**src/tmc_pkg.sv**
```systemverilog
/*
 * tmc_pkg: constants and types for the 8-bit timer/counter with two
 * compare channels.
 * assumes an APB slave with 32-bit data, one register per aligned word.
 */
// Behaviour
// - 8-bit up/down counter, clearable to zero
// - each tick clears, increments or decrements counter
// - 3-bit clock select, zero stops counter
// - cpu reads and writes counter anytime
// - cpu counter write beats clear or count
// - 3-bit waveform mode split across control A/B
// - overflow flag set per mode, interrupt capable
// - equality compare of counter against both registers
// - match sets channel flag one tick later
// - enabled flag raises interrupt, cleared when serviced
// - writing one clears a flag, zero keeps
// - compare double buffered in pwm modes only
// - cpu reaches buffer when buffered, else active
// - force strobe acts like match in non-pwm
// - counter write blocks matches for next tick
// - compare output state survives mode change
// - output action change applies at next match
// - nonzero output action routes compare state to pin
// - compare value visible only when direction is output
// - output action zero leaves state unchanged
// - waveform uses match with top and bottom
// - bottom is 0x00, maximum is 0xff
// - top is maximum or compare A per mode
`default_nettype none
// ================================================================
// package
package tmc_pkg;
   // register byte offsets
   localparam logic [7:0] CTRL_A_OFS = 8'h00;
   localparam logic [7:0] CTRL_B_OFS = 8'h04;
   localparam logic [7:0] COUNT_OFS = 8'h08;
   localparam logic [7:0] CMP_A_OFS = 8'h0c;
   localparam logic [7:0] CMP_B_OFS = 8'h10;
   localparam logic [7:0] FLAG_OFS = 8'h14;
   localparam logic [7:0] MASK_OFS = 8'h18;
   localparam logic [7:0] DDR_OFS = 8'h1c;
   localparam logic [7:0] PORT_OFS = 8'h20;
   // control A: [7:6] action A, [5:4] action B, [1:0] mode low bits
   localparam int ACT_A_POS = 6;
   localparam int ACT_B_POS = 4;
   localparam int WGM_LO_POS = 0;
   // control B: [7] force A, [6] force B, [3] mode bit2, [2:0] clock select
   localparam int FORCE_A_POS = 7;
   localparam int FORCE_B_POS = 6;
   localparam int WGM_HI_POS = 3;
   localparam int CS_POS = 0;
   // flags and mask: [2] match B, [1] match A, [0] overflow
   localparam int FLG_OVF_POS = 0;
   localparam int FLG_A_POS = 1;
   localparam int FLG_B_POS = 2;
   localparam logic [7:0] REG_RESET = 8'h00;
   localparam logic [7:0] BOTTOM_VAL = 8'h00;
   localparam logic [7:0] MAX_VAL = 8'hff;
   localparam int PRESCALE_BITS = 10;

   typedef struct packed {
      logic [1:0] action_a;
      logic [1:0] action_b;
      logic [2:0] waveform_mode_field;
      logic [2:0] clock_select_field;
   } tmc_cfg_t;
endpackage : tmc_pkg
`default_nettype wire

```
**src/tmc_timer.sv**
```systemverilog
/*
 * tmc_timer: 8-bit timer/counter with two compare channels, apb registers
 * and compare output pin override.
 * assumes pins are synchronous to pclk; apb master per the protocol.
 */
// The APB slave port and the address map were chosen for this implementation.
`timescale 1ns/100ps
`default_nettype none
module tmc_timer #(
   parameter int WIDTH = 8
) (
   // clock and reset
   input wire logic pclk,
   input wire logic presetn,
   // apb slave
   input wire logic psel,
   input wire logic penable,
   input wire logic pwrite,
   input wire logic [7:0] paddr,
   input wire logic [31:0] pwdata,
   output logic [31:0] prdata,
   output logic pready,
   output logic pslverr,
   // external count input, already synchronous; sampled into ext_q but no clock select counts it
   input wire logic ext_clk_in,
   // interrupt acknowledge from the controller: bit order as flags
   input wire logic [2:0] irq_ack,
   output logic [2:0] irq_req,
   // compare pins: out and enable; port_q is the plain gpio value
   output logic compare_out_a,
   output logic compare_out_a_oe,
   output logic compare_out_b,
   output logic compare_out_b_oe
);
   // ================================================================
   // apb access
   logic wr_en;
   logic [7:0] wd;
   logic [1:0] act_a_q, act_b_q;
   logic [2:0] wgm_q, cs_q;
   logic [WIDTH-1:0] count_value_reg_q, compare_a_reg_q, compare_b_reg_q;
   logic [WIDTH-1:0] buf_a_q, buf_b_q;
   logic [2:0] flag_q, mask_q;
   logic [1:0] ddr_q, port_q;
   logic oc_a_q, oc_b_q;
   logic block_q;
   logic [tmc_pkg::PRESCALE_BITS-1:0] pre_q;
   logic ext_q;
   logic timer_tick;
   logic pwm_mode, dn_q, top_hit, at_bottom, match_a, match_b;
   logic mpend_a_q, mpend_b_q;
   logic [WIDTH-1:0] top_val;
   logic cnt_wr, force_a, force_b, clr_cyc, ovf_ev;
   tmc_pkg::tmc_cfg_t cfg;

   assign pready = 1'b1;
   assign pslverr = 1'b0;
   assign wr_en = psel && penable && pwrite;
   assign wd = pwdata[7:0];
   assign cnt_wr = wr_en && (paddr == tmc_pkg::COUNT_OFS);
   // strobes exist only in the write cycle; nothing stores them
   assign force_a = wr_en && (paddr == tmc_pkg::CTRL_B_OFS) && wd[tmc_pkg::FORCE_A_POS]
      && !pwm_mode;
   assign force_b = wr_en && (paddr == tmc_pkg::CTRL_B_OFS) && wd[tmc_pkg::FORCE_B_POS]
      && !pwm_mode;
   assign cfg = '{act_a_q, act_b_q, wgm_q, cs_q};

   always_ff @(posedge pclk or negedge presetn)
   begin
      if (!presetn)
      begin
         act_a_q <= 2'h0;
         act_b_q <= 2'h0;
         wgm_q <= 3'h0;
         cs_q <= 3'h0;
         mask_q <= 3'h0;
         ddr_q <= 2'h0;
         port_q <= 2'h0;
      end
      else if (wr_en)
      begin
         if (paddr == tmc_pkg::CTRL_A_OFS)
         begin
            act_a_q <= wd[tmc_pkg::ACT_A_POS +: 2];
            act_b_q <= wd[tmc_pkg::ACT_B_POS +: 2];
            wgm_q[1:0] <= wd[tmc_pkg::WGM_LO_POS +: 2];
         end
         if (paddr == tmc_pkg::CTRL_B_OFS)
         begin
            wgm_q[2] <= wd[tmc_pkg::WGM_HI_POS];
            cs_q <= wd[tmc_pkg::CS_POS +: 3];
         end
         if (paddr == tmc_pkg::MASK_OFS)
            mask_q <= wd[2:0];
         if (paddr == tmc_pkg::DDR_OFS)
            ddr_q <= wd[1:0];
         if (paddr == tmc_pkg::PORT_OFS)
            port_q <= wd[1:0];
      end
   end

   always_comb
   begin
      prdata = 32'h0000_0000;
      unique case (paddr)
         tmc_pkg::CTRL_A_OFS: prdata[7:0] = {cfg.action_a, cfg.action_b, 2'h0,
            cfg.waveform_mode_field[1:0]};
         // force strobes are never stored, so their places read zero
         tmc_pkg::CTRL_B_OFS: prdata[7:0] = {4'h0, cfg.waveform_mode_field[2],
            cfg.clock_select_field};
         tmc_pkg::COUNT_OFS: prdata[7:0] = count_value_reg_q;
         tmc_pkg::CMP_A_OFS: prdata[7:0] = pwm_mode ? buf_a_q : compare_a_reg_q;
         tmc_pkg::CMP_B_OFS: prdata[7:0] = pwm_mode ? buf_b_q : compare_b_reg_q;
         tmc_pkg::FLAG_OFS: prdata[2:0] = flag_q;
         tmc_pkg::MASK_OFS: prdata[2:0] = mask_q;
         tmc_pkg::DDR_OFS: prdata[1:0] = ddr_q;
         tmc_pkg::PORT_OFS: prdata[1:0] = port_q;
         default: prdata = 32'h0000_0000;
      endcase
   end

   // ================================================================
   // clock select and prescaler
   always_ff @(posedge pclk or negedge presetn)
   begin
      if (!presetn)
      begin
         pre_q <= '0;
         ext_q <= 1'b0;
      end
      else
      begin
         pre_q <= pre_q + 1'b1;
         ext_q <= ext_clk_in;
      end
   end

   always_comb
   begin
      unique case (cs_q)
         3'h0: timer_tick = 1'b0;
         3'h1: timer_tick = 1'b1;
         3'h2: timer_tick = &pre_q[2:0];
         3'h3: timer_tick = &pre_q[4:0];
         3'h4: timer_tick = &pre_q[5:0];
         3'h5: timer_tick = &pre_q[6:0];
         3'h6: timer_tick = &pre_q[7:0];
         3'h7: timer_tick = &pre_q;
      endcase
   end

   // ================================================================
   // counter unit
   // modes: 0 normal, 2 ctc, 1/5 phase correct, 3/7 fast pwm; 4/6 treated as normal
   assign pwm_mode = (wgm_q[1:0] == 2'h1) || (wgm_q[1:0] == 2'h3);
   assign top_val = wgm_q[2] || (wgm_q == 3'h2) ? compare_a_reg_q : tmc_pkg::MAX_VAL;
   assign top_hit = count_value_reg_q == top_val;
   assign at_bottom = count_value_reg_q == tmc_pkg::BOTTOM_VAL;
   // ctc clears on match with compare A, fast pwm clears after top
   assign clr_cyc = top_hit && ((wgm_q[1:0] == 2'h3) || (wgm_q == 3'h2));
   assign ovf_ev = timer_tick && !cnt_wr && (wgm_q[1:0] == 2'h1 ? at_bottom && dn_q
      : (wgm_q[1:0] == 2'h3 ? top_hit : count_value_reg_q == tmc_pkg::MAX_VAL));

   always_ff @(posedge pclk or negedge presetn)
   begin
      if (!presetn)
      begin
         count_value_reg_q <= '0;
         dn_q <= 1'b0;
      end
      else if (cnt_wr)
         count_value_reg_q <= wd;
      else if (timer_tick)
      begin
         if (wgm_q[1:0] == 2'h1)
         begin
            if (top_hit)
               dn_q <= 1'b1;
            else if (at_bottom)
               dn_q <= 1'b0;
            if (top_hit || (!dn_q && !at_bottom))
               count_value_reg_q <= (top_hit ? count_value_reg_q - 1'b1
                  : count_value_reg_q + 1'b1);
            else
               count_value_reg_q <= at_bottom ? count_value_reg_q + 1'b1
                  : count_value_reg_q - 1'b1;
         end
         else if (clr_cyc)
            count_value_reg_q <= '0;
         else
         begin
            dn_q <= 1'b0;
            count_value_reg_q <= count_value_reg_q + 1'b1;
         end
      end
   end

   // ================================================================
   // compare registers with double buffer
   always_ff @(posedge pclk or negedge presetn)
   begin
      if (!presetn)
      begin
         compare_a_reg_q <= '0;
         compare_b_reg_q <= '0;
         buf_a_q <= '0;
         buf_b_q <= '0;
      end
      else
      begin
         if (wr_en && paddr == tmc_pkg::CMP_A_OFS)
            buf_a_q <= wd;
         if (wr_en && paddr == tmc_pkg::CMP_B_OFS)
            buf_b_q <= wd;
         if (!pwm_mode)
         begin
            // buffer bypassed: cpu writes land in the active register
            if (wr_en && paddr == tmc_pkg::CMP_A_OFS)
               compare_a_reg_q <= wd;
            if (wr_en && paddr == tmc_pkg::CMP_B_OFS)
               compare_b_reg_q <= wd;
         end
         else if (timer_tick && (wgm_q[1:0] == 2'h1 ? top_hit : clr_cyc))
         begin
            // load at top (phase correct) or on the wrap to bottom (fast pwm)
            compare_a_reg_q <= buf_a_q;
            compare_b_reg_q <= buf_b_q;
         end
      end
   end

   // ================================================================
   // comparator, flags and output state
   assign match_a = (count_value_reg_q == compare_a_reg_q) && !block_q;
   assign match_b = (count_value_reg_q == compare_b_reg_q) && !block_q;

   always_ff @(posedge pclk or negedge presetn)
   begin
      if (!presetn)
         block_q <= 1'b0;
      else if (cnt_wr)
         block_q <= 1'b1;
      else if (timer_tick)
         block_q <= 1'b0;
   end

   always_ff @(posedge pclk or negedge presetn)
   begin
      if (!presetn)
      begin
         mpend_a_q <= 1'b0;
         mpend_b_q <= 1'b0;
      end
      else if (timer_tick)
      begin
         mpend_a_q <= match_a;
         mpend_b_q <= match_b;
      end
   end

   // flag set one tick after the match is seen; a set beats any clear
   always_ff @(posedge pclk or negedge presetn)
   begin
      if (!presetn)
         flag_q <= 3'h0;
      else
      begin
         for (int i = 0; i < 3; i++)
         begin
            if ((wr_en && paddr == tmc_pkg::FLAG_OFS && wd[i]) || irq_ack[i])
               flag_q[i] <= 1'b0;
         end
         if (ovf_ev)
            flag_q[tmc_pkg::FLG_OVF_POS] <= 1'b1;
         if (timer_tick && mpend_a_q)
            flag_q[tmc_pkg::FLG_A_POS] <= 1'b1;
         if (timer_tick && mpend_b_q)
            flag_q[tmc_pkg::FLG_B_POS] <= 1'b1;
      end
   end

   assign irq_req = flag_q & mask_q;

   // next output state for one channel; zero action keeps it
   function automatic logic oc_next(input logic cur, input logic [1:0] act,
      input logic pwm, input logic hit, input logic wrap);
      logic r;
      r = cur;
      if (act == 2'h1 && hit)
         r = !cur;
      else if (!pwm && act[1] && hit)
         r = act[0];
      else if (pwm && act[1] && hit)
         r = act[0];
      else if (pwm && act[1] && wrap)
         r = !act[0];
      return r;
   endfunction : oc_next

   logic hit_a, hit_b, wrap_cyc;
   // fast pwm restores at bottom; phase correct acts only on matches while counting up
   assign wrap_cyc = timer_tick && (wgm_q[1:0] == 2'h3) && clr_cyc;
   assign hit_a = (timer_tick && match_a && !(wgm_q[1:0] == 2'h1 && dn_q)) || force_a;
   assign hit_b = (timer_tick && match_b && !(wgm_q[1:0] == 2'h1 && dn_q)) || force_b;

   always_ff @(posedge pclk or negedge presetn)
   begin
      if (!presetn)
      begin
         oc_a_q <= 1'b0;
         oc_b_q <= 1'b0;
      end
      else
      begin
         // only matches, forces and the fast pwm wrap to bottom move it; a mode change alone never does
         oc_a_q <= oc_next(oc_a_q, act_a_q, pwm_mode, hit_a, wrap_cyc);
         oc_b_q <= oc_next(oc_b_q, act_b_q, pwm_mode, hit_b, wrap_cyc);
      end
   end

   // ================================================================
   // pin override
   assign compare_out_a = (|act_a_q) ? oc_a_q : port_q[0];
   assign compare_out_b = (|act_b_q) ? oc_b_q : port_q[1];
   assign compare_out_a_oe = ddr_q[0];
   assign compare_out_b_oe = ddr_q[1];

   // ================================================================
   // checks
   counter_write_a: assert property (@(posedge pclk) disable iff (!presetn)
      cnt_wr |=> count_value_reg_q == $past(wd)) else $error("counter write lost");
   stop_hold_a: assert property (@(posedge pclk) disable iff (!presetn)
      (cs_q == 3'h0 && !cnt_wr) |=> $stable(count_value_reg_q))
      else $error("counter moved while stopped");
   flag_delay_a: assert property (@(posedge pclk) disable iff (!presetn)
      (timer_tick && mpend_a_q && !flag_q[1]) |=> flag_q[1]) else $error("flag A not set");
   flag_b_delay_a: assert property (@(posedge pclk) disable iff (!presetn)
      (timer_tick && mpend_b_q && !flag_q[2]) |=> flag_q[2]) else $error("flag B not set");
   block_match_a: assert property (@(posedge pclk) disable iff (!presetn)
      $past(cnt_wr) |-> !match_a && !match_b) else $error("match not blocked");
   flag_clear_a: assert property (@(posedge pclk) disable iff (!presetn)
      (wr_en && paddr == tmc_pkg::FLAG_OFS && wd[1] && !(timer_tick && mpend_a_q))
      |=> !flag_q[1]) else $error("flag A not cleared");
   ovf_set_a: assert property (@(posedge pclk) disable iff (!presetn)
      ovf_ev |=> flag_q[tmc_pkg::FLG_OVF_POS]) else $error("overflow flag not set");
   tick_clear_a: assert property (@(posedge pclk) disable iff (!presetn)
      (timer_tick && !cnt_wr && clr_cyc) |=> count_value_reg_q == tmc_pkg::BOTTOM_VAL)
      else $error("counter not cleared at top");
   act_zero_a: assert property (@(posedge pclk) disable iff (!presetn)
      (act_a_q == 2'h0) |=> oc_a_q == $past(oc_a_q)) else $error("state changed");
   pin_route_a: assert property (@(posedge pclk) disable iff (!presetn)
      (act_b_q != 2'h0) |-> compare_out_b == oc_b_q) else $error("pin not routed");
   pin_source_a: assert property (@(posedge pclk) disable iff (!presetn)
      (act_a_q != 2'h0) |-> compare_out_a == oc_a_q) else $error("pin A not routed");
   buf_hold_a: assert property (@(posedge pclk) disable iff (!presetn)
      (pwm_mode && !timer_tick) |=> $stable(compare_a_reg_q))
      else $error("active compare changed");
   force_noflag_a: assert property (@(posedge pclk) disable iff (!presetn)
      (force_a && !flag_q[1] && !(timer_tick && mpend_a_q)) |=> !flag_q[1])
      else $error("force set flag");
   force_drive_a: assert property (@(posedge pclk) disable iff (!presetn)
      (force_a && act_a_q == 2'h3) |=> oc_a_q) else $error("force did not set output");
endmodule : tmc_timer
`default_nettype wire

```
**config.mk**
```make
export PLATFORM = sky130hd
export DESIGN_NAME = tmc_timer
export DESIGN_NICKNAME = d
export VERILOG_FILES = /design/src/tmc_pkg.sv /design/src/tmc_timer.sv
export SDC_FILE = /design/constraint.sdc
export NUM_CORES = 1
export LEC_CHECK = 0
export ABC_AREA = 1
export BUFFER_PORTS_ARGS = -buffer_cell sky130_fd_sc_hd__clkbuf_2
export CORE_ASPECT_RATIO = 0.7
export CORE_MARGIN = 1.5
export CORE_UTILIZATION = 35
export DETAILED_ROUTE_END_ITERATION = 10
export GPL_ROUTABILITY_DRIVEN = 0
export PLACE_DENSITY = 0.59
export REMOVE_ABC_BUFFERS = 1
export SYNTH_ARGS = -nofsm -noshare
export SYNTH_HDL_FRONTEND = slang
export SYNTH_SLANG_ARGS = --single-unit
```
**constraint.sdc**
```tcl
create_clock -name pclk -period 2.3 [get_ports pclk]
set_input_delay 0.23 -clock pclk [delete_from_list [all_inputs] [get_ports pclk]]
set_output_delay 0.23 -clock pclk [all_outputs]
set_load 0.1 [all_outputs]
```
==> flow_metrics.env <==
export IMPL_wl_per_cell_um=14.83
export IMPL_cts_max_path_buffers=2
export IMPL_placed_cells=948
export IMPL_worst_ep_arrival_time_ns=2.42
export IMPL_seq_area_frac_synth_pct=37.84
export IMPL_io_buffer_count=38
export IMPL_core_area_um2=13960
export IMPL_ys_warn_count=0
export IMPL_async_flop_share_pct=100.0
export IMPL_worst_path_max_delay_cell="dfrtp_1"
export IMPL_gr_usage_met2_pct=28.25
export IMPL_synth_edff_count=0
export IMPL_fin_crit_sh_pct=93.73
export IMPL_io_pins=90
export IMPL_ff2ff_path_depth=13
export IMPL_synth_cell_types=44
export IMPL_grt_util_met3_pct=3.816
export IMPL_use_met1_pct=31.38
export IMPL_maxCapViolations=0
export IMPL_grt_ovfl_total=0
export IMPL_first_global_vias=4199
export IMPL_worst_slack_ns=0.1441
export IMPL_hold_viol_final=0
export IMPL_placed_area_um2=5545
export IMPL_areaGrowthSynthToFinish_pct=17.03
export IMPL_viasPerCell=4.935
export IMPL_grt_busiest_layer="met1"
export IMPL_ys_flop_type="dfrtp_1"
export IMPL_antenna_cells=0
export IMPL_max_freq_mhz=463.9
export IMPL_slew_viol_final=0
export IMPL_hp_class="in2reg"
export IMPL_rsz0062_at_grt="yes"
export IMPL_vias=4762
export IMPL_synthesis_area_um2=5026
export IMPL_rr_startpoint="count_value_reg_q[3]$_DFFE_PN0P_"
export IMPL_status="completed"
export IMPL_cts_tree="built"
export IMPL_die_w_um=146.2
export IMPL_start_util_pct=35.99
export IMPL_max_slew_margin_rel_pct=63.99
export IMPL_worst_clock_skew_ns=0.007013
export IMPL_final_setup_viol_count=0
export IMPL_cts_sinks=76
export IMPL_r2r_end="count_value_reg_q[7]$_DFFE_PN0P_"
export IMPL_min_delay_start="irq_ack[1]"
export IMPL_path_cells="inv_2 -> nand2_1 -> nand2_1 -> nor2_2 -> nand2_1 -> nor2_4 -> nand3_4 -> buf_4 -> nor2_1 -> nand2_1 -> nand3_1 -> nor2_1 -> o21bai_1"
export IMPL_critPathLaunch="count_value_reg_q[3]$_DFFE_PN0P_"
export IMPL_cts_buffers=9
export IMPL_crit_required_ns=2.56
export IMPL_final_cell_count_no_fill=965
export IMPL_nNetsFinal=825
export IMPL_pre_cts_slack_ns=0.1658
export IMPL_ctsHtreeMaxLevel=3
export IMPL_chipHeight_um=103.3
export IMPL_start_kind="flip-flop"
export IMPL_crit_fanout=14
export IMPL_power_total_w=0.003793
export IMPL_dp_hpwl_um=11110
export IMPL_tightestPinTransition_ns=0.5425
export IMPL_syn_inst=719
export IMPL_ys_ff_latch=76
export IMPL_ant_nets=0
export IMPL_stdcell_area_um2=5882
export IMPL_cp_common_cell="nand2_1"
export IMPL_syn_avg_cell_area_um2=6.990
export IMPL_grt_pass1_wl_um=23180
export IMPL_cts_root_buf="clkbuf_16"
export IMPL_peakVddDrop_uv=328.9
export IMPL_whs_path_depth=2
export IMPL_layout_common_cells="233 x nand2_1, 76 x dfrtp_1, 71 x inv_1"
export IMPL_antenna_found_initial=0
export IMPL_n_fill_cell=1493
export IMPL_drtIter0Drc=407
export IMPL_clk_latency_ns=0.34
export IMPL_wl_um=14310
export IMPL_clk_pin_slew_ns=0.06
export IMPL_min_to="flag_q[1]$_DFFE_PN0P_"
export IMPL_max_stage_delay_ns=0.49
export IMPL_drc=0
export IMPL_min_period_ns=2.156
export IMPL_cp_end_kind="flip-flop"
export IMPL_holdWs_ns=0.07346
export IMPL_layout_commonest_cell="nand2_1"
export IMPL_die_area_um2=15100
export IMPL_track_usage_pct=20.09
export IMPL_p_per_area_nw_per_um2=644.9
export IMPL_leakagePower_nw=2.900
export IMPL_first_pass_iters=5
export IMPL_rrSetupSlack_ns=0.14
export IMPL_rows=36
export IMPL_path_class="reg2reg"
export IMPL_grt_start_max_net_pins=37
export IMPL_drive_gt1_share_pct=13.94
[power breakdown]
group / internal, W / total (W) / switching (W)
clock network: 0.000952 / 0.00152 / 0.000572
logic: 0.000216 / 0.000835 / 0.000618
registers: 0.00138 / 0.00143 / 0.0000574
total: 0.00255 / 0.00379 / 0.00125
[how the worst max path moves through the flow]
| stage | to | slack, ns | cells past startpoint |
|---|---|---|---|
| floorplan | prdata[0] | -0.52 | 3 |
| global placement | count_value_reg_q[2]$_DFFE_PN0P_ | 0.18 | 13 |
| detailed placement | oc_a_q$_DFFE_PN0P_ | 0.17 | 15 |
| CTS | oc_a_q$_DFFE_PN0P_ | 0.13 | 15 |
| global route | count_value_reg_q[2]$_DFFE_PN0P_ | -0.006 | 13 |
| finish | count_value_reg_q[7]$_DFFE_PN0P_ | 0.14 | 13 |
[what timing repair did]
item | CTS | global route
endpoints found under the hold margin | 17 | 0
gates resized for setup | 0 | 4
setup buffers | 0 | 0
hold buffers | 1 | 0
setup endpoints to repair | 0 | 8
[metal layers]
metal,vias to the layer above,part of all wire (%)
li1,2380,-
met1,2211,53
met2,162,39
met3,9,6.9
met4,0,0.82
met5,-,0
[worst max-delay path: cells and delay by family, from the launching register on]
kind / cells / cell delay, ns
simple gates: 10 / 1.12
compound gates: 1 / 0.13
flops: 1 / 0.49
buf+inv: 2 / 0.33
[kinds of logic after synthesis]
family                     share of synthesized area [%]
other                                             0.1494
xor gates and xnor gates                           2.439
buffers and inverters                              12.32
muxes                                             0.2240
DFF                                                37.84
and+or+nand+nor                                    30.47
adders and majority gates                          1.494
AOI/OAI and AO/OA                                  15.06
[registers in the layout, summed over array words and instances (netlist names), 2 cells and up]
name / cells
act_b_q: 2
compare_a_reg_q: 8
mask_q: 3
wgm_q: 3
buf_b_q: 8
cs_q: 3
port_q: 2
compare_b_reg_q: 8
count_value_reg_q: 8
act_a_q: 2
ddr_q: 2
pre_q: 10
flag_q: 3
buf_a_q: 8
[synthesized netlist by cell type, types with 3 or more instances]
cell	instances	area, um^2
nand2_1	234	878.3
dfrtp_1	76	1902
inv_1	71	266.5
o21ai_0	67	335.3
nor2_1	55	206.5
nand3_1	39	195.2
buf_4	29	217.7
o21ai_1	21	105.1
a21oi_1	12	60.06
nand4_1	12	75.07
inv_2	11	41.29
xor2_1	10	87.58
o22ai_1	9	56.30
clkbuf_1	7	26.28
ha_1	6	75.07
buf_2	5	25.02
o2111ai_1	5	43.79
a221oi_1	4	35.03
nor2_4	4	45.04
xnor2_1	4	35.03
nand2_2	3	18.77
nor2_2	3	18.77
[metrics by stage]
step | setup TNS [ns] | utilization (%)
finish | 0 | 42.12
global route | -0.006225 | 42.12
CTS | 0 | 42.01
detailed placement | 0 | 39.71
global placement | 0 | 39.71
floorplan | -7.184 | -
[layout make-up]
type                            instances  area (um^2)  area share [%]
Clock inverter                          4        73.82           1.255
Timing Repair Buffer                   61        500.5           8.509
Multi-Input combinational cell        537         2611           44.39
Clock buffer                           12        236.5           4.020
Inverter                               85        320.3           5.446
Sequential cell                        76         1902           32.33
Tap cell                              190        237.7           4.042
No activity file was read; power rests on OpenSTA's default activity.
